### config.mk
export PLATFORM = sky130hd
export DESIGN_NAME = cpu_clock_select
export DESIGN_NICKNAME = d
export VERILOG_FILES = /design/src/rtl/clk_sel_pkg.sv /design/src/rtl/pll_tracker.sv /design/src/rtl/cpu_clock_select.sv
export SDC_FILE = /design/constraint.sdc
export NUM_CORES = 1
export LEC_CHECK = 0
export CORE_MARGIN = 3
export CORE_UTILIZATION = 25
export CTS_BUF_LIST = sky130_fd_sc_hd__clkbuf_16
export CTS_CLUSTER_SIZE = 28
export DETAILED_ROUTE_END_ITERATION = 16
export DONT_BUFFER_PORTS = 1
export GPL_ROUTABILITY_DRIVEN = 0
export PLACE_DENSITY = 0.37
export SYNTH_ARGS = -nofsm -noshare
export SYNTH_HDL_FRONTEND = slang
export SYNTH_SLANG_ARGS = --single-unit
### constraint.sdc
create_clock -name i_clk -period 10.95 [get_ports i_clk]
set_input_delay 2.19 -clock i_clk [delete_from_list [all_inputs] [get_ports i_clk]]
set_output_delay 2.19 -clock i_clk [all_outputs]
set_load 0.02 [all_outputs]
### src/rtl/clk_sel_pkg.sv
// constants and types shared by the cpu clock selection logic
package clk_sel_pkg;
  // strap encodings sampled while reset is held
  localparam logic [2:0] STRAP_PRESCALE = 3'h1;
  localparam logic [2:0] STRAP_DIRECT   = 3'h3;
  localparam logic [2:0] STRAP_X4       = 3'h7;
  localparam logic [2:0] STRAP_X3       = 3'h6;
  localparam logic [2:0] STRAP_X8       = 3'h5;
  localparam logic [2:0] STRAP_X5       = 3'h4;

  // system configuration word and the watchdog disable bit in it
  localparam int SYSCFG_W        = 16;
  localparam int OWD_DISABLE_BIT = 4;

  // pll divider chain: input prescaler, vco multiplier, output divider
  localparam int IN_PRESCALE  = 4;
  localparam int VCO_MUL_X4   = 64;
  localparam int VCO_MUL_X3   = 48;
  localparam int VCO_MUL_X8   = 64;
  localparam int VCO_MUL_X5   = 40;
  localparam int POST_DIV_X4  = 4;
  localparam int POST_DIV_X3  = 4;
  localparam int POST_DIV_X8  = 2;
  localparam int POST_DIV_X5  = 2;

  // oscillator watchdog overflow and free running pll rate
  localparam int WD_OVF_TICKS       = 16;
  localparam int WD_CNT_W           = 4;
  localparam int CLK_PERIOD_NS      = 10;
  localparam int FREE_RUN_PERIOD_NS = 40;
  localparam int FREE_RUN_DIV       = (FREE_RUN_PERIOD_NS + CLK_PERIOD_NS - 1) / CLK_PERIOD_NS;
  localparam int FREE_DIV_W         = 2;

  // tracking oscillator of the multiplier
  localparam int          NCO_W         = 16;
  localparam logic [15:0] NCO_INC_RESET = 16'h1000;
  // step sized so an x8 lock on a slow input settles within a few thousand cycles
  localparam logic [15:0] NCO_STEP      = 16'h0200;
  // ceiling leaves headroom for one more step without wrapping
  localparam logic [15:0] NCO_INC_MAX   = 16'hF000;

  typedef enum logic [1:0] {MODE_PRESCALE, MODE_DIRECT, MODE_PLL} clk_mode_t;

  // multiplication factor of the pll chain for a strap code
  function automatic logic [3:0] pll_factor(input logic [2:0] s);
    logic [3:0] f;
    f = 4'(VCO_MUL_X4 / (IN_PRESCALE * POST_DIV_X4));
    unique case (s)
      STRAP_X3: f = 4'(VCO_MUL_X3 / (IN_PRESCALE * POST_DIV_X3));
      STRAP_X8: f = 4'(VCO_MUL_X8 / (IN_PRESCALE * POST_DIV_X8));
      STRAP_X5: f = 4'(VCO_MUL_X5 / (IN_PRESCALE * POST_DIV_X5));
      default:  f = 4'(VCO_MUL_X4 / (IN_PRESCALE * POST_DIV_X4));
    endcase
    return f;
  endfunction : pll_factor
endpackage : clk_sel_pkg

### src/rtl/pll_tracker.sv
// frequency multiplier that tracks the input clock with a tuned oscillator
`timescale 1ns/1ps
`default_nettype none
module pll_tracker
  import clk_sel_pkg::*;
(
  input  wire logic       i_clk,
  input  wire logic       i_reset,
  input  wire logic       i_enable,
  input  wire logic       i_in_edge,
  input  wire logic [3:0] i_factor,
  output var  logic       o_clk
);
  logic [NCO_W-1:0] acc_q, acc_d;
  logic [NCO_W-1:0] inc_q, inc_d;
  logic             clk_q, clk_d;
  logic [7:0]       tog_q, tog_d;
  logic [3:0]       trn_q, trn_d;

  // oscillator step, then a small correction every f-th input transition
  always_comb begin
    logic [NCO_W:0] sum;
    logic [7:0]     target;
    sum    = {1'b0, acc_q} + {1'b0, inc_q};
    target = 8'(i_factor * i_factor); // toggles expected over f transitions
    acc_d  = sum[NCO_W-1:0];
    inc_d  = inc_q;
    clk_d  = sum[NCO_W] ? ~clk_q : clk_q;
    tog_d  = (sum[NCO_W] && tog_q != 8'hFF) ? tog_q + 8'h01 : tog_q;
    trn_d  = trn_q;
    if (i_in_edge) begin
      trn_d = trn_q + 4'h1;
      if (trn_d >= i_factor) begin
        // one step per check keeps the cpu frequency from jumping
        if (tog_d < target && inc_q < NCO_INC_MAX) begin
          inc_d = inc_q + NCO_STEP;
        end else if (tog_d > target && inc_q > NCO_STEP) begin
          inc_d = inc_q - NCO_STEP;
        end
        tog_d = 8'h00;
        trn_d = 4'h0;
      end
    end
    if (!i_enable) begin
      acc_d = '0;
      clk_d = 1'b0;
      tog_d = 8'h00;
      trn_d = 4'h0;
    end
  end

  // state registers
  always_ff @(posedge i_clk) begin
    if (i_reset) begin
      acc_q <= '0;
      inc_q <= NCO_INC_RESET;
      clk_q <= 1'b0;
      tog_q <= 8'h00;
      trn_q <= 4'h0;
    end else begin
      acc_q <= acc_d;
      inc_q <= inc_d;
      clk_q <= clk_d;
      tog_q <= tog_d;
      trn_q <= trn_d;
    end
  end

  assign o_clk = clk_q;
endmodule : pll_tracker
`default_nettype wire

### src/rtl/cpu_clock_select.sv
// cpu clock source selection with oscillator watchdog failover
//
// What this block does
// - Straps 001 in reset give a cpu clock of the input clock divided by two.
// - Straps 011 in reset disable the pll multiplier, bypass the amplifier and pass the input clock straight through.
// - In prescaler or direct mode the pll free-runs for the watchdog unless the disable bit is set, then it is off unless a failure is already latched.
// - Watchdog supervision exists only in the two direct modes, never when the pll multiplies.
// - The watchdog is on after reset and is turned off by bit 4 of the system configuration word.
// - While enabled the watchdog counter counts free-running pll ticks and clears on every input transition.
// - Sixteen pll ticks with no input transition mean the external clock has failed.
// - On a failure the cpu runs from the free-running pll clock and the failure request flag is set.
// - Once failed, the cpu stays on the pll clock until a reset, even if the input clock returns.
// - With the watchdog disabled in prescaler or direct mode and no failure latched, the cpu runs from the input clock and the pll stays off.
// - Any other strap code enables the pll and gives the input frequency times the selected factor.
// - The pll pulls the cpu clock toward the input every f-th input transition, in small steps.
// - Straps 111, 110, 101 and 100 give factors four, three, eight and five; 011 bypasses the pll.
// - The pll chain divides the input by four, multiplies by 64, 48, 64 or 40 and divides by 4, 4, 2 or 2.
`timescale 1ns/1ps
`default_nettype none
module cpu_clock_select
  import clk_sel_pkg::*;
(
  input  wire logic                i_clk,
  input  wire logic                i_reset,
  input  wire logic                i_clock_input_pin,
  input  wire logic [2:0]          i_clock_select_straps,
  input  wire logic [SYSCFG_W-1:0] i_system_config_register,
  input  wire logic                i_irq_clear,
  output var  logic                o_cpu_clk,
  output var  logic                o_pll_enable,
  output var  logic                o_osc_amp_bypass,
  output var  logic                o_osc_fail_irq,
  output var  logic                o_clock_failed
);
  // pin synchronisers; the first stage feeds only the second
  logic       in_m_q, in_s_q, in_p_q;
  logic [2:0] strap_m_q, strap_s_q;
  logic [2:0] strap_q, strap_d;

  // watchdog, failover and output state
  logic [WD_CNT_W-1:0]   wd_cnt_q, wd_cnt_d;
  logic [FREE_DIV_W-1:0] div_q, div_d;
  logic                  fail_q, fail_d;
  logic                  irq_q, irq_d;
  logic                  cpu_q, cpu_d;
  logic                  pll_on_q, pll_on_d;
  logic                  bypass_q, bypass_d;

  clk_mode_t  mode;
  logic [3:0] factor;
  logic       owd_dis, direct_like, wd_active, in_edge, in_rise, tick, fail_set, pll_clk;

  // decode of the latched straps
  always_comb begin
    unique case (strap_q)
      STRAP_PRESCALE: mode = MODE_PRESCALE;
      STRAP_DIRECT:   mode = MODE_DIRECT;
      default:        mode = MODE_PLL;
    endcase
  end

  assign factor      = pll_factor(strap_q);
  assign owd_dis     = i_system_config_register[OWD_DISABLE_BIT];
  assign direct_like = (mode != MODE_PLL);
  // no supervision while multiplying or once failed
  assign wd_active   = direct_like && !owd_dis && !fail_q;
  assign in_edge     = in_s_q ^ in_p_q;
  assign in_rise     = in_s_q & ~in_p_q;
  assign tick        = pll_on_q && (div_q == FREE_DIV_W'(FREE_RUN_DIV - 1));
  assign fail_set    = wd_active && tick && !in_edge
                       && (wd_cnt_q == WD_CNT_W'(WD_OVF_TICKS - 1));

  // straps track the pins only while reset is held
  assign strap_d = i_reset ? strap_s_q : strap_q;

  // multiplier used in pll modes only
  pll_tracker u_pll (
    .i_clk     (i_clk),
    .i_reset   (i_reset),
    .i_enable  (mode == MODE_PLL),
    .i_in_edge (in_edge),
    .i_factor  (factor),
    .o_clk     (pll_clk)
  );

  // next state of watchdog, failover and cpu clock
  always_comb begin
    // free running pll: on for multiplication, for supervision or once failed
    pll_on_d = (mode == MODE_PLL) || (direct_like && !owd_dis) || fail_q;
    bypass_d = (mode == MODE_DIRECT);
    div_d    = (pll_on_q && !tick) ? div_q + 1'b1 : '0;
    wd_cnt_d = wd_cnt_q;
    if (!wd_active || in_edge) begin
      wd_cnt_d = '0;
    end else if (tick) begin
      wd_cnt_d = wd_cnt_q + 1'b1;
    end
    // failure is sticky until reset
    fail_d = fail_q | fail_set;
    // a new failure wins over a clear in the same cycle
    irq_d  = fail_set | (irq_q & ~i_irq_clear);
    cpu_d  = cpu_q;
    if (fail_q) begin
      cpu_d = tick ? ~cpu_q : cpu_q;
    end else begin
      unique case (mode)
        MODE_PRESCALE: cpu_d = in_rise ? ~cpu_q : cpu_q;
        MODE_DIRECT:   cpu_d = in_s_q;
        MODE_PLL:      cpu_d = pll_clk;
      endcase
    end
  end

  // registers; reset restarts supervision from a clean state
  always_ff @(posedge i_clk) begin
    strap_q   <= strap_d;
    in_m_q    <= i_clock_input_pin;
    in_s_q    <= in_m_q;
    // edge history follows the pin through reset so no false edge follows release
    in_p_q    <= in_s_q;
    strap_m_q <= i_clock_select_straps;
    strap_s_q <= strap_m_q;
    if (i_reset) begin
      wd_cnt_q <= '0;
      fail_q   <= 1'b0;
      div_q    <= '0;
      irq_q    <= 1'b0;
      cpu_q    <= 1'b0;
      pll_on_q <= 1'b0;
      bypass_q <= 1'b0;
    end else begin
      wd_cnt_q <= wd_cnt_d;
      fail_q   <= fail_d;
      div_q    <= div_d;
      irq_q    <= irq_d;
      cpu_q    <= cpu_d;
      pll_on_q <= pll_on_d;
      bypass_q <= bypass_d;
    end
  end

  assign o_cpu_clk        = cpu_q;
  assign o_pll_enable     = pll_on_q;
  assign o_osc_amp_bypass = bypass_q;
  assign o_osc_fail_irq   = irq_q;
  assign o_clock_failed   = fail_q;
endmodule : cpu_clock_select
`default_nettype wire

==> impl_results.md, run 1 <==
* GRT Overall Usage at 9.85%
* Post-synth EDFFs at 3
* DR vias at 2064
* Top-level I/O count at 28
* CP Data Required Time at 11130 ps
* Residual DRC count at 0
* 1st-iter DRT viols at 61
* Placement Setup Slack at 6580 ps
* Layout Cells excl Fill at 456
* Average size of a mapped cell at 9.26 um^2
* Initial Util at 26.1%
* CTS tree: done
* Worst skew pair latency at 290 ps
* Ys Warns at 0
* Area leader, netlist: dfxtp_1
* Reg2Reg Capture Point: u_pll.inc_q[11]
* Fin Setup TNS at 0 ps
* Crit Reg-Reg Startpoint: u_pll.inc_q[9]
* Simple-gate share of the synthesized area at 21.8%
* Routed WL at 5920 um
* Most common cell in the synthesized netlist: dfxtp_1
* GR Overflow Total at 0
* CP arrival at 4440 ps
* Period utilisation layout at 38.9%
* Layout Skew at 4.50 ps
* Hold Crit Endpoint: in_s_q
* Slowest stage cell, crit path: or4_1
* CP Max Fanout at 10
* Clock Power Share at 43.0%
* Logic pwr share at 9.7%
* Post-synthesis adder-cell area fraction at 13.5%
* Hold Buf Count CTS at 0
* Detailed placement HPWL at 4580 um
* Outcome: completed
* Hold Crit Depth at 0
* Max frequency at 235 MHz
* # setup viols final at 0
* Antenna cells at 0
* Commonest cells post-synth: dfxtp_1, nor2_1, ha_1
* Vias per cell at 4.53
* Leak at 0.00125 uW
* Final Util at 29.0%
* Post-DR wirelength/cell at 13.0 um
* Mux cell area share after synthesis at 2.95%
* Max-slew violations at 0
* Top cells by area, synth: dfxtp_1, ha_1, nor2_1
* Pint at 313 uW
* Die W at 113 um
* Max Buffers Root-to-Sink at 2
* Vias in the first global route at 2184
* Core Region at 11100 um^2
* CTS Root Cell: clkbuf_16
* RSZ-0062 raised after global routing: no
* Post-synth top area share at 32.6%
* CTS Sinks at 50
* Slowest stage delay, CP at 730 ps
* Sw Share at 23.8%
* CTS HTree Levels at 2
* Hold Path Class: flip-flop to flip-flop
* Final Hold Viols at 0
* Layout cells sized above 1 at 8.54%
* Worst-path clk slew at 70 ps
* Sequential share of the synthesized area at 35.7%
* Mapped Area at 2890 um^2
* Crit path cell chain: ha_1 > a211oi_1 > nor2_2 > and2b_4 > nor3_1 > nand3_1 > xnor2_1 > ha_1 > a21oi_2 > nor2_1 > or4_1 > a31o_4 > a22oi_2 > mux2_1
* Worst-Margin Slew at 524 ps
* Routed Antenna Nets at 0
* Area Growth Syn to Fin at 11.2%
* XOR/XNOR Fraction of Synth Area at 6.98%
* Final min period at 4260 ps
* Largest family of logic cells by synthesized area: simple AND/OR/NAND/NOR gates
* Pre-Repair DR Iteration Count at 4
* Crit. End Element: flip-flop
* Reg2reg path depth at 14
* P_sw at 98.0 uW
* Post-synthesis register bit count at 50
* Maxcap violations at 0
* Port buffer count at 0
* Sequential power share at 47.4%
* Setup Buffers After CTS at 0
* Compound-Gate Fraction of Synth Area at 16.0%
* Maximum VDD drop at 68.5 uV
* Synth async-reset ratio at 0%
* Synth Flop Type: dfxtp_1
* Critical setup path kind: flip-flop to flip-flop
* First-pass GRT wire length at 10400 um
* Hold path start: in_m_q
* Post-layout nets at 368
* Post_cts resized at 0
* Initial antenna violation count at 0
* Syn Inst Count at 312
* Chip height at 113 um
* Reg2reg setup slack at 6690 ps
* Cts bufs inserted at 5
* WHS at 325 ps
* Largest net degree at the start of global routing at 26
* Crit path top cell by count: ha_1
* Slew margin rel. at 65.0%
* PwrDens at 128 nW/um^2
* Worst setup SP type: flip-flop
* Unique masters post-synth at 57
* Die area at 12900 um^2
* Dpl cells at 448
* Final WS setup at 6690 ps
* Row cnt at 38
-- logic make-up after synthesis --
logic type | count (synthesis)
XOR/XNOR | 23
flip-flops | 50
AO/OA/AOI/OAI | 56
AND/OR/NAND/NOR | 122
buffers and inverters | 21
adder cells (fa/ha/maj) | 30
multiplexers | 8
other | 2
-- flip-flops by register name (all words and copies together) (netlist names) --
name,cells
u_pll.o_clk,1
u_pll.tog_q,8
strap_m_q,3
strap_q,3
in_m_q,1
strap_s_q,3
o_cpu_clk,1
u_pll.acc_q,7
wd_cnt_q,4
o_osc_fail_irq,1
o_pll_enable,1
o_osc_amp_bypass,1
u_pll.inc_q,7
u_pll.trn_q,4
o_clock_failed,1
in_s_q,1
in_p_q,1
div_q,2
-- through the flow --
stage               instance area (um^2)  power [uW]
floorplan                           2900         231
global placement                    3050         239
detailed placement                  3050         239
CTS                                 3210         420
global route                        3210         432
finish                              3210         411
-- routing by layer --
metal	vias up	track usage (%)	routed length, um
met3	7	2.18	160
met1	924	13.1	3010
met4	0	2.24	59
met2	22	16.3	2690
li1	1111	-	-
met5	-	0	0
-- critical path, delay by kind of cell (launching register included) --
kind	cells	cell delay [ps]
flops	1	500
fa+ha+maj	2	560
compound gates	4	810
mux	1	330
simple gates	6	1730
xor+xnor	1	220
-- layout make-up --
class / count / area, um^2
tap: 140 / 175
multi-input combinational: 245 / 1790
inverter: 13 / 48.8
fill: 1184 / 7870
clock buffer: 5 / 125
sequential: 50 / 1030
clock inverter: 3 / 41.3
-- power groups by stage --
| stage | clock network (uW) | registers [uW] | logic (uW) |
|---|---|---|---|
| 6_report | 177 | 195 | 39.7 |
| 4_1_cts | 185 | 195 | 40.6 |
| 2_1_floorplan | 0 | 197 | 33.4 |
| 3_5_place_dp | 0 | 199 | 40.2 |
| 5_1_grt | 190 | 196 | 46.7 |
| 3_3_place_gp | 0 | 199 | 39.8 |
-- worst max path at each step --
stage	from	to	slack, ps	cells past startpoint
global route	u_pll.inc_q[9]	u_pll.inc_q[11]	6180	15
finish	u_pll.inc_q[9]	u_pll.inc_q[11]	6690	14
global placement	u_pll.inc_q[9]	u_pll.inc_q[15]	6570	14
CTS	u_pll.inc_q[9]	u_pll.inc_q[11]	6580	14
detailed placement	u_pll.inc_q[9]	u_pll.inc_q[13]	6580	14
floorplan	u_pll.inc_q[10]	u_pll.inc_q[11]	7290	15
-- cells in the final DEF, fill, tap and decap left out, types with 2 or more instances in the layout --
master	netlist	routed
mux2_1	4	4
a211oi_1	4	4
conb_1	2	6
o2111ai_1	3	3
nand2b_1	7	7
mux2i_1	4	4
nor3_1	14	14
and2_1	2	2
nand3b_1	2	2
clkbuf_16	0	5
xnor2_1	10	10
o21ai_0	4	4
o21bai_1	2	2
xor2_1	13	13
fa_1	2	2
nor2b_1	17	17
inv_1	13	14
a21oi_1	11	11
edfxtp_1	3	3
nor2_1	35	35
a31o_2	2	2
a22oi_2	5	5
nand3_1	11	11
ha_1	28	28
o21ai_2	3	3
a21o_1	5	5
o21ai_1	2	2
dfxtp_1	47	47
a31oi_1	2	2
nand2_1	15	15
nand4_1	7	7
Power figures use the tool's default switching activity.
==> run 2, diff against run 1 <==
Settings changed: ABC_AREA from default to 1.
Clock period 10.95 ns to 4.3 ns, I/O delays scaled along.
==> impl_results.md, run 2 <==
* Outcome: completed
* Antenna cells at 0
* Die area at 12600 um^2
* Layout cells sized above 1 at 6.56%
* Routed WL at 5690 um
* Average size of a mapped cell at 7.90 um^2
* Biggest register: u_pll.tog_q
* Die W at 112 um
* Max-slew violations at 0
* Post-layout nets at 418
* Hold Crit Endpoint: strap_s_q[0]
* Residual DRC count at 0
* Initial Util at 25.7%
* Hold Path Class: flip-flop to flip-flop
* Worst setup SP type: flip-flop
* DP Area at 3000 um^2
* Synth async-reset ratio at 0%
* Hold path start: strap_m_q[0]
* Final Util at 28.9%
* Most frequent cells in the layout: nand2_1, inv_1, dfxtp_1
* Leak at 0.00147 uW
* Cts bufs inserted at 5
* Routed Antenna Nets at 0
* Fin Setup TNS at 0 ps
* Hold Crit Depth at 0
* Most common cell in the synthesized netlist: nand2_1
* Row cnt at 38
* Worst-Margin Slew at 526 ps
* DR vias at 2164
* Area leader, netlist: dfxtp_1
* Syn Inst Count at 356
* Top cells by area, synth: dfxtp_1, ha_1, xor2_1
* Largest family of logic cells by synthesized area: simple AND/OR/NAND/NOR gates
* Reg2reg setup slack at 750 ps
* Vias per cell at 4.28
* Pint at 838 uW
* Largest net degree at the start of global routing at 16
* Final Hold Viols at 0
* Period utilisation layout at 82.5%
* Pre-Repair DR Iteration Count at 4
* First-pass GRT wire length at 9910 um
* Vias in the first global route at 2119
* P_sw at 322 uW
* Port buffer count at 0
* # setup viols final at 0
* Largest register FFs at 8
* Compound-Gate Fraction of Synth Area at 7.74%
* CTS HTree Levels at 2
* Worst skew pair latency at 290 ps
* Post-route cell area at 3160 um^2
* Maxcap violations at 0
* Top-level I/O count at 28
* GR Overflow Total at 0
* PwrDens at 367 nW/um^2
* Slew margin rel. at 64.8%
* Area Growth Syn to Fin at 12.4%
* Reg2Reg Capture Point: u_pll.inc_q[10]
* Initial antenna violation count at 0
* Largest regs: u_pll.tog_q x8, u_pll.acc_q x7, u_pll.inc_q x7
* Mapped Area at 2810 um^2
* CP Data Required Time at 4500 ps
* Worst-path clk slew at 70 ps
* Reg2reg path depth at 19
* Post-synth EDFFs at 3
* Post-synth top area share at 33.4%
* Critical setup path kind: flip-flop to flip-flop
* Sequential share of the synthesized area at 36.6%
* Layout Skew at 7.34 ps
* Sequential power share at 44.8%
* Unique masters post-synth at 35
* CP arrival at 3750 ps
* Chip height at 112 um
* Post-synthesis register bit count at 50
* Max Buffers Root-to-Sink at 2
* Simple-gate share of the synthesized area at 26.1%
* Ys Warns at 0
* Synth Flop Type: dfxtp_1
* CTS tree: done
* Most common cell after layout, fill and taps aside: nand2_1
* RSZ-0062 raised after global routing: no
* Core Region at 10900 um^2
* Final min period at 3550 ps
* Hold Buf Count CTS at 0
* CTS Root Cell: clkbuf_16
* Setup Buffers After CTS at 0
* Logic pwr share at 16.5%
* Commonest cells post-synth: nand2_1, inv_1, dfxtp_1
* Post-synthesis adder-cell area fraction at 13.9%
* CTS Sinks at 50
* Max frequency at 282 MHz
* Layout Cells excl Fill at 506
* Dpl cells at 498
* Tot Pwr at 1160 uW
* Crit Reg-Reg Startpoint: u_pll.inc_q[12]
* Sw Share at 27.8%
* GRT Overall Usage at 9.66%
* Crit. End Element: flip-flop
* 1st-iter DRT viols at 88
* XOR/XNOR Fraction of Synth Area at 8.09%
* CP Max Fanout at 9
* Maximum VDD drop at 161 uV
* Clock Power Share at 38.7%
* Post-DR wirelength/cell at 11.2 um
* Detailed placement HPWL at 4380 um
* Post_cts resized at 0
* Mux cell area share after synthesis at 0%
-- run 2: cell count changes in the layout (fill, tap and decap cells not counted), moves of 5 or more --
| cell | before | now |
|---|---|---|
| a22oi_2 | 5 | 0 |
| nor2_1 | 35 | 45 |
| a21o_1 | 5 | 0 |
| xnor2_1 | 10 | 1 |
| xor2_1 | 13 | 25 |
| nand2_2 | 0 | 5 |
| nand3_1 | 11 | 22 |
| inv_1 | 14 | 51 |
| a21oi_1 | 11 | 20 |
| nand2b_1 | 7 | 0 |
| nor2b_1 | 17 | 0 |
| nor3_1 | 14 | 7 |
| nand2_1 | 15 | 54 |
-- run 2: per-stage QoR --
stage	hold WS [ps]	setup slack, ps
floorplan	310	1260
global placement	314	648
detailed placement	314	737
CTS	329	697
global route	331	420
finish	327	752
-- run 2: metal layers --
layer  share of wire [%]  up-vias  track usage (%)
li1                    -     1165                -
met2                  43       18             15.1
met1                  52      973             12.8
met5                   0        -                0
met3                 3.4        8             2.75
met4                 1.4        0             3.37
-- run 2: kinds of logic (layout without fill, tap and decap cells) --
family	after synthesis	count (layout)
AND/OR/NAND/NOR	157	157
buffers and inverters	54	60
flip-flops	50	50
AO/OA/AOI/OAI	37	37
adder cells (fa/ha/maj)	30	30
XOR/XNOR	26	26
other	2	6
-- run 2: area by class of cell --
cell class	count	area, um^2
clock buffer	5	125
clock inverter	3	40.0
fill	1188	7770
inverter	51	191
multi-input combinational	256	1590
sequential	50	1030
tap	140	175
timing repair buffer	1	7.51
-- run 2: critical path, stage by stage (launching register included) --
cell,delay [ps]
dfxtp_1,400
ha_1,410
nand2_1,80
nor2_1,110
nand3_1,90
nand2_2,130
nand2_4,80
nor2_1,160
nand3_1,140
nor2_1,140
xor2_1,230
ha_1,310
nand2_1,100
nor2_1,70
a211oi_4,350
nand3_4,210
a21oi_2,270
nand2_1,80
nand2_1,60
nor2_1,40
-- run 2: worst max-delay path by stage --
stage / from / endpoint / depth (start not counted)
global route: u_pll.inc_q[12] / u_pll.inc_q[10] / 19
floorplan: u_pll.inc_q[12] / u_pll.inc_q[10] / 19
CTS: u_pll.inc_q[12] / u_pll.inc_q[10] / 19
detailed placement: u_pll.inc_q[12] / u_pll.inc_q[10] / 19
global placement: u_pll.inc_q[12] / u_pll.inc_q[10] / 19
finish: u_pll.inc_q[12] / u_pll.inc_q[10] / 19
-- run 2: power groups by stage --
| stage | sequential (uW) | combinational, uW | clock (uW) |
|---|---|---|---|
| 2_1_floorplan | 522 | 156 | 0 |
| 3_3_place_gp | 531 | 192 | 0 |
| 3_5_place_dp | 530 | 194 | 0 |
| 4_1_cts | 520 | 195 | 472 |
| 5_1_grt | 524 | 226 | 484 |
| 6_report | 520 | 192 | 449 |
==> run 3, diff against run 2 <==
Settings changed: PLACE_DENSITY 0.37 to 0.39.
Clock period 4.3 ns to 3.1 ns, I/O delays scaled along.
==> impl_results.md, run 3 (same netlist as run 2, synthesis figures left out) <==
* Outcome: completed
* Reg area at 1040 um^2
* Largest net degree at the start of global routing at 15
* Port buffer count at 0
* Post-DR wirelength/cell at 11.1 um
* Placement Setup Slack at -140 ps
* CTS tree: done
* CP Max Fanout at 6
* First-pass GRT wire length at 10400 um
* Top-level I/O count at 28
* Residual DRC count at 0
* Maximum VDD drop at 272 uV
* Antenna cells at 0
* CP arrival at 3280 ps
* Routed Antenna Nets at 0
* Hold path start: strap_m_q[2]
* Final Util at 34.0%
* Most common cell after layout, fill and taps aside: inv_1
* Largest register FFs at 8
* Biggest register: u_pll.tog_q
* CTS Sinks at 50
* Reg2reg setup slack at 40 ps
* Slowest stage delay, CP at 340 ps
* Worst Path Buf+Inv at 2
* Crit path cell chain: ha_4 > nand2_2 > nor2_2 > nand3_2 > nand2_4 > nand2_4 > nor2_4 > nand3_4 > nor2_4 > xor2_2 > ha_4 > buf_6 > a211oi_4 > nand3_4 > buf_12 > nand2_2 > nand2_1 > nand2_1 > nand2_1 > nor2_1
* Post-layout nets at 453
* Hold Buf Count CTS at 0
* Final Hold Viols at 0
* DP Area at 3180 um^2
* Crit. End Element: flip-flop
* Final min period at 3060 ps
* Max frequency at 327 MHz
* Row cnt at 38
* Slew margin rel. at 66.5%
* Cts bufs inserted at 5
* Hold Path Class: flip-flop to flip-flop
* CTS HTree Levels at 2
* RSZ-0062 raised after global routing: yes
* GR Overflow Total at 0
* Hold Crit Depth at 0
* Reg2reg path depth at 20
* PwrDens at 422 nW/um^2
* Routed WL at 5980 um
* Initial antenna violation count at 0
* Largest regs: u_pll.tog_q x8, u_pll.acc_q x7, u_pll.inc_q x7
* Period utilisation layout at 98.6%
* Worst-path clk slew at 60 ps
* Die area at 12600 um^2
* Max Buffers Root-to-Sink at 2
* Vias per cell at 4.20
* Detailed placement HPWL at 4650 um
* Final WS setup at 43.7 ps
* Critical setup path kind: flip-flop to flip-flop
* Die W at 112 um
* Core Region at 10900 um^2
* Area Growth Syn to Fin at 32.2%
* Worst skew pair latency at 290 ps
* GRT Overall Usage at 10.2%
* CP Data Required Time at 3320 ps
* WHS at 331 ps
* DR vias at 2266
* Max-slew violations at 0
* 1st-iter DRT viols at 55
* Delay-heaviest family, CP: simple AND/OR/NAND/NOR gates
* Dpl cells at 521
* Post-route cell area at 3720 um^2
* Layout Skew at 6.83 ps
* Pre-Repair DR Iteration Count at 4
* Hold Crit Endpoint: strap_s_q[2]
* Crit Reg-Reg Startpoint: u_pll.inc_q[13]
* Worst setup SP type: flip-flop
* Crit path top cell by count: nand2_1
* # setup viols final at 0
* Initial Util at 25.7%
* Worst-Margin Slew at 501 ps
* Reg2Reg Capture Point: u_pll.inc_q[10]
* Slowest stage cell, crit path: dfxtp_2
* Maxcap violations at 0
* Layout Cells excl Fill at 539
* Chip height at 112 um
* Leak at 0.00166 uW
* CTS Root Cell: clkbuf_16
* Layout cells sized above 1 at 26.8%
* Fill count at 1161
* Multi-input logic area at 1890 um^2
* Vias in the first global route at 2296
* Most frequent cells in the layout: inv_1, nand2_1, dfxtp_1
## run 3: worst max path at each step
stage          slack, ps            start               to  cells past startpoint
6_report              40  u_pll.inc_q[13]  u_pll.inc_q[10]                     20
3_3_place_gp        -110  u_pll.inc_q[12]  u_pll.inc_q[10]                     19
2_1_floorplan         60  u_pll.inc_q[12]  u_pll.inc_q[10]                     19
3_5_place_dp        -140  u_pll.inc_q[13]  u_pll.inc_q[12]                     20
5_1_grt             -130  u_pll.inc_q[13]  u_pll.inc_q[10]                     20
4_1_cts              -70  u_pll.inc_q[15]  u_pll.inc_q[13]                     20
## run 3: worst register-to-register path, stage by stage, from the launching register on
cell	delay (ps)
dfxtp_2	340
ha_4	280
nand2_2	60
nor2_2	110
nand3_2	100
nand2_4	100
nand2_4	70
nor2_4	140
nand3_4	100
nor2_4	140
xor2_2	220
ha_4	250
buf_6	120
a211oi_4	300
nand3_4	180
buf_12	170
nand2_2	40
nand2_1	50
nand2_1	70
nand2_1	50
nor2_1	90
## run 3: power breakdown
group | switching (uW) | internal, uW
combinational | 204 | 148
clock | 218 | 287
sequential | 27.0 | 687
## run 3: layout make-up
class	instances	area share (%)
multi-input cells	256	50.8
flip-flops and latches	50	27.9
repair buffers	36	7.90
inverters	51	5.21
well taps	140	4.71
clock buffers	5	3.36
clock inverters	1	0.101
## run 3: repair_timing
action / 4_1_cts / 5_1_grt
setup endpoints to repair: 7 / 7
setup buffers: 7 / 5
cloned: 0 / 0
pin swaps: 18 / 31
resized for setup: 22 / 45
## run 3: stage by stage
| step | TNS, ps | total power [uW] |
|---|---|---|
| finish | 0 | 1570 |
| detailed placement | -743 | 1030 |
| global placement | -613 | 1030 |
| global route | -731 | 1680 |
| floorplan | 0 | 940 |
| CTS | -400 | 1570 |
## run 3: routing by layer
layer  share of wire, %  global-route usage [%]  up-vias
li1                   -                       -     1226
met5                  0                       0        -
met4                1.7                    3.85        0
met3                3.1                    2.96        8
met2                 46                    16.2       16
met1                 49                    13.2     1016
